### config.mk
export PLATFORM = sky130hd
export DESIGN_NAME = dsc_top
export DESIGN_NICKNAME = d
export VERILOG_FILES = /design/src/core/dsc_pkg.sv /design/src/core/dsc_top.sv
export SDC_FILE = /design/constraint.sdc
export NUM_CORES = 1
export LEC_CHECK = 0
export BUFFER_PORTS_ARGS = -buffer_cell sky130_fd_sc_hd__buf_2
export CORE_MARGIN = 4
export CORE_UTILIZATION = 45
export DETAILED_ROUTE_END_ITERATION = 16
export PLACE_DENSITY = 0.77
export SYNTH_ARGS = -nofsm -noshare
export SYNTH_HDL_FRONTEND = slang
export SYNTH_SLANG_ARGS = --single-unit
### constraint.sdc
create_clock -name SYS_CLK -period 4 [get_ports SYS_CLK]
set_clock_uncertainty 0.05 [all_clocks]
set_input_delay 0.2 -clock SYS_CLK [delete_from_list [all_inputs] [get_ports SYS_CLK]]
set_output_delay 0.2 -clock SYS_CLK [all_outputs]
set_load 0.005 [all_outputs]
### src/core/dsc_pkg.sv
// Functional notes
// - In 8-pixel units the cursor is 8 wide; bit 5 repeats it onto the cell.
// - High code bit 5: 0 half-width or left half, 1 right half of wide glyph.
// - Byte-group bit 0 clear gives two-byte cells; bits 7,6,5 are blink, reverse, continue.
// - Two-byte cell with bit 6 set is black on white, else white on black.
// - Mode bit 5 set blinks bit-7 cells over 32 fields; clear, bit 7 is background intensity.
// - Byte-group bit 1 takes foreground intensity per pixel from high lanes, fonts 6-8, 8N or 16N.
// - Clock field 00 first pin, 01 second pin, 1x on-chip oscillator; reset 00.
// - Border inhibit forces black border whatever colour is programmed.
// - Host-width bit: 1 is 16-bit host; its even bytes pass on the low lanes.
// - 16-bit video bus: even bytes low lanes, odd high; 8-bit bus: all low.
// - During writes the unused lane group floats; 16-bit host odd writes drive none.
// - Narrow-bus bit: 1 is 8-bit, 0 is 16-bit; reset value from width strap.
// - Memory-type bit: 1 static, 0 dynamic; reset value from memory-type strap.
// - Compat bit: 1 mono-card mode, 0 colour mode; reset value from raster bit 4 pin.
// - Mono-card mode forces colour bits 3..0 to 7H and mode bits 0,2,4 to 1.
// - Mode bit 7 and control bits 0,1 act only in mono-card mode, else zero.
// - Video address is 4K text or 32K graphics in mono mode, 16K in colour; rest 0.
// - Sync-mode bit 1 passes programmed sync widths; 0 outputs narrowed pulses.
// - Sync-mode bit 1 makes vertical sync active low, 0 active high.
// - Sync-mode 0 caps horizontal sync at 4 characters, vertical at 3 lines.
// - Byte-group bit 0 set gives four-byte cells with a full attribute byte.
package dsc_pkg;
	// Register offsets
	localparam logic [7:0] OFF_SYS_CONFIG  = 8'h25;
	localparam logic [7:0] OFF_MODE        = 8'h30;
	localparam logic [7:0] OFF_COLOUR      = 8'h31;
	localparam logic [7:0] OFF_CTRL_ID     = 8'h32;
	localparam logic [7:0] OFF_TEXT_FORMAT = 8'h33;
	// System configuration field positions
	localparam int CFG_CLK_LO   = 0;
	localparam int CFG_CLK_HI   = 1;
	localparam int CFG_BORDER_INHIBIT     = 2;
	localparam int CFG_HOST16   = 3;
	localparam int CFG_NARROW   = 4;
	localparam int CFG_STATIC   = 5;
	localparam int CFG_MONO     = 6;
	localparam int CFG_SYNCMODE = 7;
	// Mode register bits
	localparam int MODE_GFX   = 1;
	localparam int MODE_BLINK = 5;
	localparam int MODE_PAGE  = 7;
	localparam logic [7:0] MODE_MONO_FORCE = 8'h15;
	localparam logic [7:0] CTRL_MONO_MASK  = 8'h03;
	localparam logic [3:0] COLOUR_MONO     = 4'h7;
	// Text format register fields
	localparam int TF_BYTE_GROUP_FIELD_BIT0 = 0;
	localparam int TF_BYTE_GROUP_FIELD_BIT1 = 1;
	localparam int TF_FON_LO = 2;
	localparam logic [2:0] FON_8PEL   = 3'h2;
	localparam logic [2:0] FON_8N     = 3'h5;
	localparam logic [2:0] FON_16N    = 3'h6;
	// High code byte attribute bits
	localparam int HI_BLINK  = 7;
	localparam int HI_REV    = 6;
	localparam int HI_CONT   = 5;
	// Reset values
	localparam logic [7:0] SYS_CONFIG_RST = 8'h00;
	localparam logic [7:0] REG_RST        = 8'h00;
	// Address size masks
	localparam logic [15:0] AMASK_MONO_TEXT = 16'h0FFF;
	localparam logic [15:0] AMASK_MONO_GFX  = 16'h7FFF;
	localparam logic [15:0] AMASK_COLOUR    = 16'h3FFF;
	// Sync caps and blink period
	localparam logic [3:0] HSYNC_CAP_CHARS = 4'h4;
	localparam logic [3:0] VSYNC_CAP_LINES = 4'h3;
	localparam int BLINK_FIELDS = 32;
	localparam int BLINK_W = $clog2(BLINK_FIELDS);
	localparam logic [3:0] RGBI_WHITE = 4'h7;
	localparam logic [3:0] RGBI_BLACK = 4'h0;

	// Host access to video memory
	typedef struct packed {
		logic       valid;
		logic       write;
		logic       a0;
		logic [7:0] wdata;
	} dsc_host_req_type;

	// One text pixel as presented by the fetch logic
	typedef struct packed {
		logic       valid;
		logic       cell_start;
		logic [7:0] code_hi;
		logic [7:0] attr;
		logic       glyph;
		logic       glyph_int;
		logic       cursor;
	} dsc_pixel_type;
endpackage

### src/core/dsc_top.sv
`timescale 1ns/10ps
module dsc_top #(
	parameter int ADDR_W = 8
) (
	input  wire logic                      SYS_CLK,
	input  wire logic                      RESET_N,
	input  wire logic [ADDR_W-1:0]         REG_ADDR,
	input  wire logic [7:0]                REG_WDATA,
	input  wire logic                      REG_WR,
	input  wire logic                      REG_RD,
	output logic [7:0]                     REG_RDATA,
	input  wire logic                      WIDTH_STRAP_PIN_N,
	input  wire logic                      MEMORY_TYPE_STRAP_PIN_N,
	input  wire logic                      RASTER_BIT4_PIN,
	output logic                           CLK_USE_SECOND_PIN,
	output logic                           CLK_OSC_ENABLE,
	input  wire dsc_pkg::dsc_host_req_type HOST_REQ,
	output logic [7:0]                     HOST_RDATA,
	output logic                           HOST_RVALID,
	input  wire logic [15:0]               VD_IN,
	output logic [15:0]                    VD_OUT,
	output logic                           VD_LOW_OE_N,
	output logic                           VD_HIGH_OE_N,
	input  wire logic [15:0]               VADDR_IN,
	output logic [15:0]                    VADDR_OUT,
	input  wire dsc_pkg::dsc_pixel_type    PIXEL_IN,
	input  wire logic                      BORDER_ACTIVE,
	input  wire logic                      FIELD_STROBE,
	output logic [3:0]                     PIXEL_RGBI,
	input  wire logic                      HSYNC_RAW,
	input  wire logic                      VSYNC_RAW,
	input  wire logic                      CHAR_STROBE,
	input  wire logic                      LINE_STROBE,
	output logic                           HSYNC_OUT,
	output logic                           VSYNC_PIN
);
	import dsc_pkg::*;

	// Refuse an address port too narrow to reach the register offsets
	if (ADDR_W < 8) begin : g_addr_w_check
		$error("ADDR_W must be at least 8");
	end

	logic       rst_meta_q;
	logic       rst_n_q;
	logic       strap_pending_q;
	logic [2:0] strap_q;
	logic [7:0] sys_cfg_q;
	logic [7:0] mode_q;
	logic [7:0] colour_q;
	logic [7:0] ctrl_q;
	logic [7:0] tfmt_q;
	logic [7:0] mode_eff;
	logic [7:0] colour_eff;
	logic [7:0] ctrl_eff;
	logic       mono;
	logic       narrow;
	logic       host16;
	logic       sync_mode;
	logic       wr_hit;

	// Offset match for the register port
	function automatic logic hit(input logic [ADDR_W-1:0] a, input logic [7:0] off);
		hit = (a == ADDR_W'(off));
	endfunction

	// Reset release through two flip-flops
	always_ff @(posedge SYS_CLK or negedge RESET_N) begin
		if (!RESET_N) begin
			rst_meta_q <= 1'b0;
			rst_n_q    <= 1'b0;
		end else begin
			rst_meta_q <= 1'b1;
			rst_n_q    <= rst_meta_q;
		end
	end

	assign mono      = sys_cfg_q[CFG_MONO];
	assign narrow    = sys_cfg_q[CFG_NARROW];
	assign host16    = sys_cfg_q[CFG_HOST16];
	assign sync_mode = sys_cfg_q[CFG_SYNCMODE];
	assign wr_hit    = REG_WR && hit(REG_ADDR, OFF_SYS_CONFIG);

	// Strap levels follow their pins while reset is held and freeze on release;
	// no reset here, since a reset branch may only load constants
	always_ff @(posedge SYS_CLK) begin
		if (!rst_n_q) begin
			strap_q <= {RASTER_BIT4_PIN, MEMORY_TYPE_STRAP_PIN_N, WIDTH_STRAP_PIN_N};
		end
	end

	// Captured straps land in the first cycle after release, then only software changes them.
	// The strap pins act at their level: a high width strap selects the narrow bus.
	always_ff @(posedge SYS_CLK or negedge rst_n_q) begin
		if (!rst_n_q) begin
			strap_pending_q <= 1'b1;
			sys_cfg_q       <= SYS_CONFIG_RST;
		end else if (strap_pending_q) begin
			strap_pending_q         <= 1'b0;
			sys_cfg_q[CFG_NARROW]   <= strap_q[0];
			sys_cfg_q[CFG_STATIC]   <= strap_q[1];
			sys_cfg_q[CFG_MONO]     <= strap_q[2];
		end else if (wr_hit) begin
			sys_cfg_q <= REG_WDATA;
		end
	end

	// Auxiliary registers written by software
	always_ff @(posedge SYS_CLK or negedge rst_n_q) begin
		if (!rst_n_q) begin
			mode_q   <= REG_RST;
			colour_q <= REG_RST;
			ctrl_q   <= REG_RST;
			tfmt_q   <= REG_RST;
		end else if (REG_WR) begin
			if (hit(REG_ADDR, OFF_MODE)) begin
				mode_q <= REG_WDATA;
			end
			if (hit(REG_ADDR, OFF_COLOUR)) begin
				colour_q <= REG_WDATA;
			end
			if (hit(REG_ADDR, OFF_CTRL_ID)) begin
				ctrl_q <= REG_WDATA;
			end
			if (hit(REG_ADDR, OFF_TEXT_FORMAT)) begin
				tfmt_q <= REG_WDATA;
			end
		end
	end

	// Effective values after compatibility forcing
	always_comb begin
		if (mono) begin
			mode_eff   = mode_q | MODE_MONO_FORCE;
			colour_eff = {colour_q[7:4], COLOUR_MONO};
			ctrl_eff   = ctrl_q;
		end else begin
			mode_eff             = mode_q;
			mode_eff[MODE_PAGE]  = 1'b0;
			colour_eff           = colour_q;
			ctrl_eff             = ctrl_q & ~CTRL_MONO_MASK;
		end
	end

	// Read data stands only in the cycle after the strobe
	always_ff @(posedge SYS_CLK or negedge rst_n_q) begin
		if (!rst_n_q) begin
			REG_RDATA <= 8'h00;
		end else if (REG_RD) begin
			if (hit(REG_ADDR, OFF_SYS_CONFIG)) begin
				REG_RDATA <= sys_cfg_q;
			end else if (hit(REG_ADDR, OFF_MODE)) begin
				REG_RDATA <= mode_eff;
			end else if (hit(REG_ADDR, OFF_COLOUR)) begin
				REG_RDATA <= colour_eff;
			end else if (hit(REG_ADDR, OFF_CTRL_ID)) begin
				REG_RDATA <= ctrl_eff;
			end else if (hit(REG_ADDR, OFF_TEXT_FORMAT)) begin
				REG_RDATA <= tfmt_q;
			end else begin
				REG_RDATA <= 8'h00;
			end
		end else begin
			REG_RDATA <= 8'h00;
		end
	end

	// Master clock source selection
	always_ff @(posedge SYS_CLK or negedge rst_n_q) begin
		if (!rst_n_q) begin
			CLK_USE_SECOND_PIN <= 1'b0;
			CLK_OSC_ENABLE     <= 1'b0;
		end else begin
			CLK_OSC_ENABLE     <= sys_cfg_q[CFG_CLK_HI];
			CLK_USE_SECOND_PIN <= ~sys_cfg_q[CFG_CLK_HI] & sys_cfg_q[CFG_CLK_LO];
		end
	end

	// Host byte steering onto the video data lanes
	// Odd bytes of a wide host reach memory round the device, so no lane is driven for them
	logic use_high;
	logic drive_any;
	logic odd_wide_host;
	assign odd_wide_host = host16 && HOST_REQ.a0;
	assign use_high      = HOST_REQ.a0 && !narrow && !host16;
	assign drive_any     = HOST_REQ.valid && HOST_REQ.write && !odd_wide_host;

	always_ff @(posedge SYS_CLK or negedge rst_n_q) begin
		if (!rst_n_q) begin
			VD_OUT       <= 16'h0000;
			VD_LOW_OE_N  <= 1'b1;
			VD_HIGH_OE_N <= 1'b1;
		end else begin
			VD_OUT       <= {HOST_REQ.wdata, HOST_REQ.wdata};
			VD_LOW_OE_N  <= ~(drive_any && !use_high);
			VD_HIGH_OE_N <= ~(drive_any && use_high);
		end
	end

	// Host read data taken from the lane group that holds the byte
	always_ff @(posedge SYS_CLK or negedge rst_n_q) begin
		if (!rst_n_q) begin
			HOST_RDATA  <= 8'h00;
			HOST_RVALID <= 1'b0;
		end else begin
			HOST_RVALID <= HOST_REQ.valid && !HOST_REQ.write && !odd_wide_host;
			HOST_RDATA  <= use_high ? VD_IN[15:8] : VD_IN[7:0];
		end
	end

	// Video address sized to the compatibility mode
	logic [15:0] amask;
	always_comb begin
		if (!mono) begin
			amask = AMASK_COLOUR;
		end else if (mode_eff[MODE_GFX]) begin
			amask = AMASK_MONO_GFX;
		end else begin
			amask = AMASK_MONO_TEXT;
		end
	end

	always_ff @(posedge SYS_CLK or negedge rst_n_q) begin
		if (!rst_n_q) begin
			VADDR_OUT <= 16'h0000;
		end else begin
			VADDR_OUT <= VADDR_IN & amask;
		end
	end

	// Field counter for the blink attribute
	// Its top bit gives half the period lit and half dark
	logic [BLINK_W-1:0] field_cnt_q;
	always_ff @(posedge SYS_CLK or negedge rst_n_q) begin
		if (!rst_n_q) begin
			field_cnt_q <= '0;
		end else if (FIELD_STROBE) begin
			field_cnt_q <= field_cnt_q + 1'b1;
		end
	end

	// Cursor continuation across 8-pixel units
	logic cont_q;
	logic cursor_run_q;
	logic cursor_now;
	logic two_byte;
	logic int_font_ok;
	logic [2:0] fon;
	assign two_byte = !tfmt_q[TF_BYTE_GROUP_FIELD_BIT0];
	assign fon      = tfmt_q[TF_FON_LO +: 3];
	assign int_font_ok = (fon <= FON_8PEL) || (fon == FON_8N) || (fon == FON_16N);

	always_ff @(posedge SYS_CLK or negedge rst_n_q) begin
		if (!rst_n_q) begin
			cursor_run_q <= 1'b0;
			cont_q       <= 1'b0;
		end else if (PIXEL_IN.valid && PIXEL_IN.cell_start) begin
			// Right half of a wide glyph follows the cursor of its left half
			cont_q       <= PIXEL_IN.code_hi[HI_CONT] && cursor_run_q;
			cursor_run_q <= PIXEL_IN.cursor;
		end else if (PIXEL_IN.valid) begin
			cursor_run_q <= cursor_run_q | PIXEL_IN.cursor;
		end
	end

	// Cursor either from the address compare or copied from the left unit
	assign cursor_now = PIXEL_IN.cursor ||
		(PIXEL_IN.code_hi[HI_CONT] &&
		 (PIXEL_IN.cell_start ? cursor_run_q : cont_q));

	// Pixel colour selection
	logic [3:0] fg;
	logic [3:0] bg;
	logic       on;
	logic       blink_off;
	always_comb begin
		blink_off = 1'b0;
		if (two_byte) begin
			// Simplified attribute in the high code byte
			if (PIXEL_IN.code_hi[HI_REV]) begin
				fg = RGBI_BLACK;
				bg = RGBI_WHITE;
			end else begin
				fg = RGBI_WHITE;
				bg = RGBI_BLACK;
			end
			if (mode_eff[MODE_BLINK]) begin
				blink_off = PIXEL_IN.code_hi[HI_BLINK] && field_cnt_q[BLINK_W-1];
			end else begin
				bg[3] = PIXEL_IN.code_hi[HI_BLINK];
			end
			fg[3] = 1'b0;
		end else begin
			// Four-byte cell carries a full attribute byte
			fg = PIXEL_IN.attr[3:0];
			bg = PIXEL_IN.attr[7:4];
			if (mode_eff[MODE_BLINK]) begin
				bg[3]     = 1'b0;
				blink_off = PIXEL_IN.attr[7] && field_cnt_q[BLINK_W-1];
			end
		end
		if (tfmt_q[TF_BYTE_GROUP_FIELD_BIT1] && int_font_ok) begin
			fg[3] = PIXEL_IN.glyph_int;
		end
		on = (PIXEL_IN.glyph && !blink_off) ^ cursor_now;
	end

	always_ff @(posedge SYS_CLK or negedge rst_n_q) begin
		if (!rst_n_q) begin
			PIXEL_RGBI <= RGBI_BLACK;
		end else if (BORDER_ACTIVE) begin
			PIXEL_RGBI <= sys_cfg_q[CFG_BORDER_INHIBIT] ? RGBI_BLACK : colour_eff[3:0];
		end else if (PIXEL_IN.valid) begin
			PIXEL_RGBI <= on ? fg : bg;
		end else begin
			PIXEL_RGBI <= RGBI_BLACK;
		end
	end

	// Sync width counters
	// They stop at the cap so a long programmed pulse cannot wrap and reopen
	logic [3:0] hcnt_q;
	logic [3:0] vcnt_q;
	always_ff @(posedge SYS_CLK or negedge rst_n_q) begin
		if (!rst_n_q) begin
			hcnt_q <= 4'h0;
		end else if (!HSYNC_RAW) begin
			hcnt_q <= 4'h0;
		end else if (CHAR_STROBE && hcnt_q != HSYNC_CAP_CHARS) begin
			hcnt_q <= hcnt_q + 4'h1;
		end
	end

	always_ff @(posedge SYS_CLK or negedge rst_n_q) begin
		if (!rst_n_q) begin
			vcnt_q <= 4'h0;
		end else if (!VSYNC_RAW) begin
			vcnt_q <= 4'h0;
		end else if (LINE_STROBE && vcnt_q != VSYNC_CAP_LINES) begin
			vcnt_q <= vcnt_q + 4'h1;
		end
	end

	// Sync outputs: exact width or capped, and vertical polarity
	logic hs_act;
	logic vs_act;
	assign hs_act = HSYNC_RAW && (sync_mode || hcnt_q < HSYNC_CAP_CHARS);
	assign vs_act = VSYNC_RAW && (sync_mode || vcnt_q < VSYNC_CAP_LINES);

	always_ff @(posedge SYS_CLK or negedge rst_n_q) begin
		if (!rst_n_q) begin
			HSYNC_OUT <= 1'b0;
			VSYNC_PIN <= 1'b0;
		end else begin
			HSYNC_OUT <= hs_act;
			VSYNC_PIN <= sync_mode ? ~vs_act : vs_act;
		end
	end

endmodule

==> out/summary.txt <==
status - finished, final reports clean
Seq cells post-synth - 111
worst setup path class - reg -> reg
Post-DP HPWL - 7.272 mm
post-synthesis sequential area ratio - 60.82%
die height - 109.1 µm
clock slew at reported path FFs - 100 ps
Required @ worst endpoint - 4230 ps
DR iter-0 viols - 163
number of flops mapped to enable cells by yosys - 3
final worst path period share - 50.87%
combinational power share - 12.4%
CTS tree - yes
WP data arrival - 2260 ps
first-pass detailed-route iteration total - 4
residual DRC count - 0
sequential share of power - 59.6%
main combinational cell family by area after synthesis - multiplexers
mux share of post-synthesis cell area - 15.84%
Worst-Skew Late Latency - 360 ps
Critical Path Fanout Max - 12
Power Dens Cells - 363.4 nW/µm²
r2r worst-path depth - 5
worst relative slew slack - 47.47%
Die ar. - 11,900 µm²
Max-Cap Viols - 0
Nets - 613
commonest non-fill, non-tap cell in the layout - buf_2
Fmax - 491.4 MHz
CP Capture Type - register
Synth Area in XOR/XNOR - 2.095%
Final Slew Violations - 0
Net Sw Power - 0.5443 mW
RSZ-0062 raised after global routing - false
switching share of power - 25.47%
GRT Util Overall - 17.60%
io pins - 152
Hold/Removal Path Class - in -> reg
global route hottest layer - met2
Peak VDD IR - 0.2266 mV
Row Count - 36
pre-CTS setup slack - 1677 ps
PnR Total Power - 2.137 mW
worst path cell trace - mux2i_1 -> o21ai_1 -> xor2_1 -> mux2_1 -> o22ai_1
Worst Setup SP - tfmt_q[0]$_DFFE_PN0P_
Synth Area in Simple Gates - 10.42%
Synth Warn # - 0
Core Footprint - 9864 µm²
Post-Synth Adder-Cell Area - 1.088%
Antenna Cells - 0
Finish-stage setup viols - 0
Cells after Synth - 344
setup TNS after final layout - 0 ps
Least-Margin Pin Slew - 787.9 ps
GPL Wtd Cong - 0.8065
met3 usage - 4.204%
Critical Path End - PIXEL_RGBI[2]$_DFF_PN0_
Syn-to-layout area delta - 27.89%
antenna violations before repair - 0
Synth Cell Area - 4598 µm²
Internal - 1.592 mW
fin area - 5881 µm²
H-Tree Depth - 3
final worst slack - 1965 ps
FF-to-FF Start - tfmt_q[0]$_DFFE_PN0P_
# Post-CTS Setup Buffers - 0
I/O Buffers - 144
Post-Place Cell Area - 5386 µm²
r2r setup slk - 1970 ps
Initial Util - 46.61%
Leakage - 2.948 nW
clock sinks - 111
Max Buffers Root-to-Sink - 2
clock share of power - 28.0%
hold slack - 18.87 ps
Routed Antenna Nets - 0
Vias/cell - 4.943
FF-to-FF End - PIXEL_RGBI[2]$_DFF_PN0_
endpoints failing hold - 0
Synth cell types - 53
CP peak stage delay - 580 ps
WL/cell - 15.43 µm
largest net degree at the start of global routing - 64
met2 usage in global routing - 30.83%
Root Driver - clkbuf_8
vias in the first global route - 3,431
CP max-delay cell - dfrtp_1
Tmin final - 2035 ps
Post-synth ARST share - 97.30%
Chip Width - 109.1 µm
Synth Flop Type - dfrtp_1
commonest cells after routing, fill and taps aside - buf_2, dfrtp_1, dlygate4sd3_1
Avg Cell Area, Syn - 13.37 µm²
total vias in the final route - 3,233
share of cells above drive strength 1 - 36.47%
Overflow after GRT - 0
type of element launching the critical path - register
Routed WL - 10.09 mm
TritonCTS buffer count - 9
M1 GR Usage - 21.49%
first-pass GRT wire length - 16.26 mm
post-synthesis compound-gate area fraction - 6.449%
-- sequential cells by signal (all words and copies together) (netlist names), 3 cells and up --
name	cells
VADDR_OUT	15
HOST_RDATA	8
REG_RDATA	8
VD_OUT	8
colour_q	8
ctrl_q	8
mode_q	8
sys_cfg_q	8
tfmt_q	8
field_cnt_q	5
PIXEL_RGBI	4
hcnt_q	4
vcnt_q	4
strap_q	3
-- layout make-up --
class	instances	area, µm²
fillers	790	3984
flip-flops and latches	111	2800
multi-input cells	209	1662
repair buffers	177	1049
well taps	133	166.4
clock buffers	10	127.6
clock inverters	6	46.29
inverters	8	30.03
-- worst min path at each step --
stage | startpoint | to | slack (ps) | cells past startpoint
finish | VD_IN[2] | HOST_RDATA[2]$_DFF_PN0_ | 20 | 2
global route | VD_IN[9] | HOST_RDATA[1]$_DFF_PN0_ | 0.2 | 2
CTS | VD_IN[0] | HOST_RDATA[0]$_DFF_PN0_ | 3 | 2
detailed placement | RESET_N | rst_meta_q$_DFF_PN0_ | -60 | 1
global placement | RESET_N | rst_meta_q$_DFF_PN0_ | -60 | 1
floorplan | RESET_N | rst_meta_q$_DFF_PN0_ | -150 | 0
-- power groups by stage --
stage                     sequential (mW)  clock, mW  combinational, mW
final                                1.27      0.599              0.265
after global routing                 1.29      0.679              0.298
after CTS                            1.27      0.626              0.268
after detailed placement             1.30          0              0.245
after global placement               1.29          0              0.233
after floorplan                      1.29          0              0.136
-- kinds of logic after synthesis --
logic type,after synthesis
compound gates,46
flops,111
mux,60
fa+ha+maj,4
xor+xnor,11
buf+inv,25
other cells,2
simple gates,85
-- routing by layer --
layer,vias to the layer above,routed length [µm]
li1,1549,-
met3,14,550
met4,0,165
met5,-,0
met2,81,5294
met1,1589,4081
-- what timing repair did --
action,in CTS,in global routing
hold endpoints to repair,31,1
hold buffers,31,1
resized for setup,0,0
-- synth_stat cells (all sizes together) (7+ instances only) --
cell,n,share of area [%]
nor2,11,0.90
o21ai,10,1.1
inv,8,0.65
dfrtp,105,57
and2,14,1.9
mux2,51,13
a21oi,11,1.2
buf,13,2.1
nor2b,9,1.2
nand2,24,2.1
xnor2,9,1.7
a21boi,7,1.1
-- critical path: cells and delay by family, from the launching register on --
family          cells  cell delay [ps]
compound gates      2              280
xor+xnor            1              400
flops               1              580
mux                 2              650
-- through the flow --
stage	cells	utilization (%)
after CTS	653	59.51
after global routing	654	59.61
after floorplan	345	-
after global placement	606	54.60
final	654	59.61
after detailed placement	606	54.60
Power figures use the tool's default switching activity.
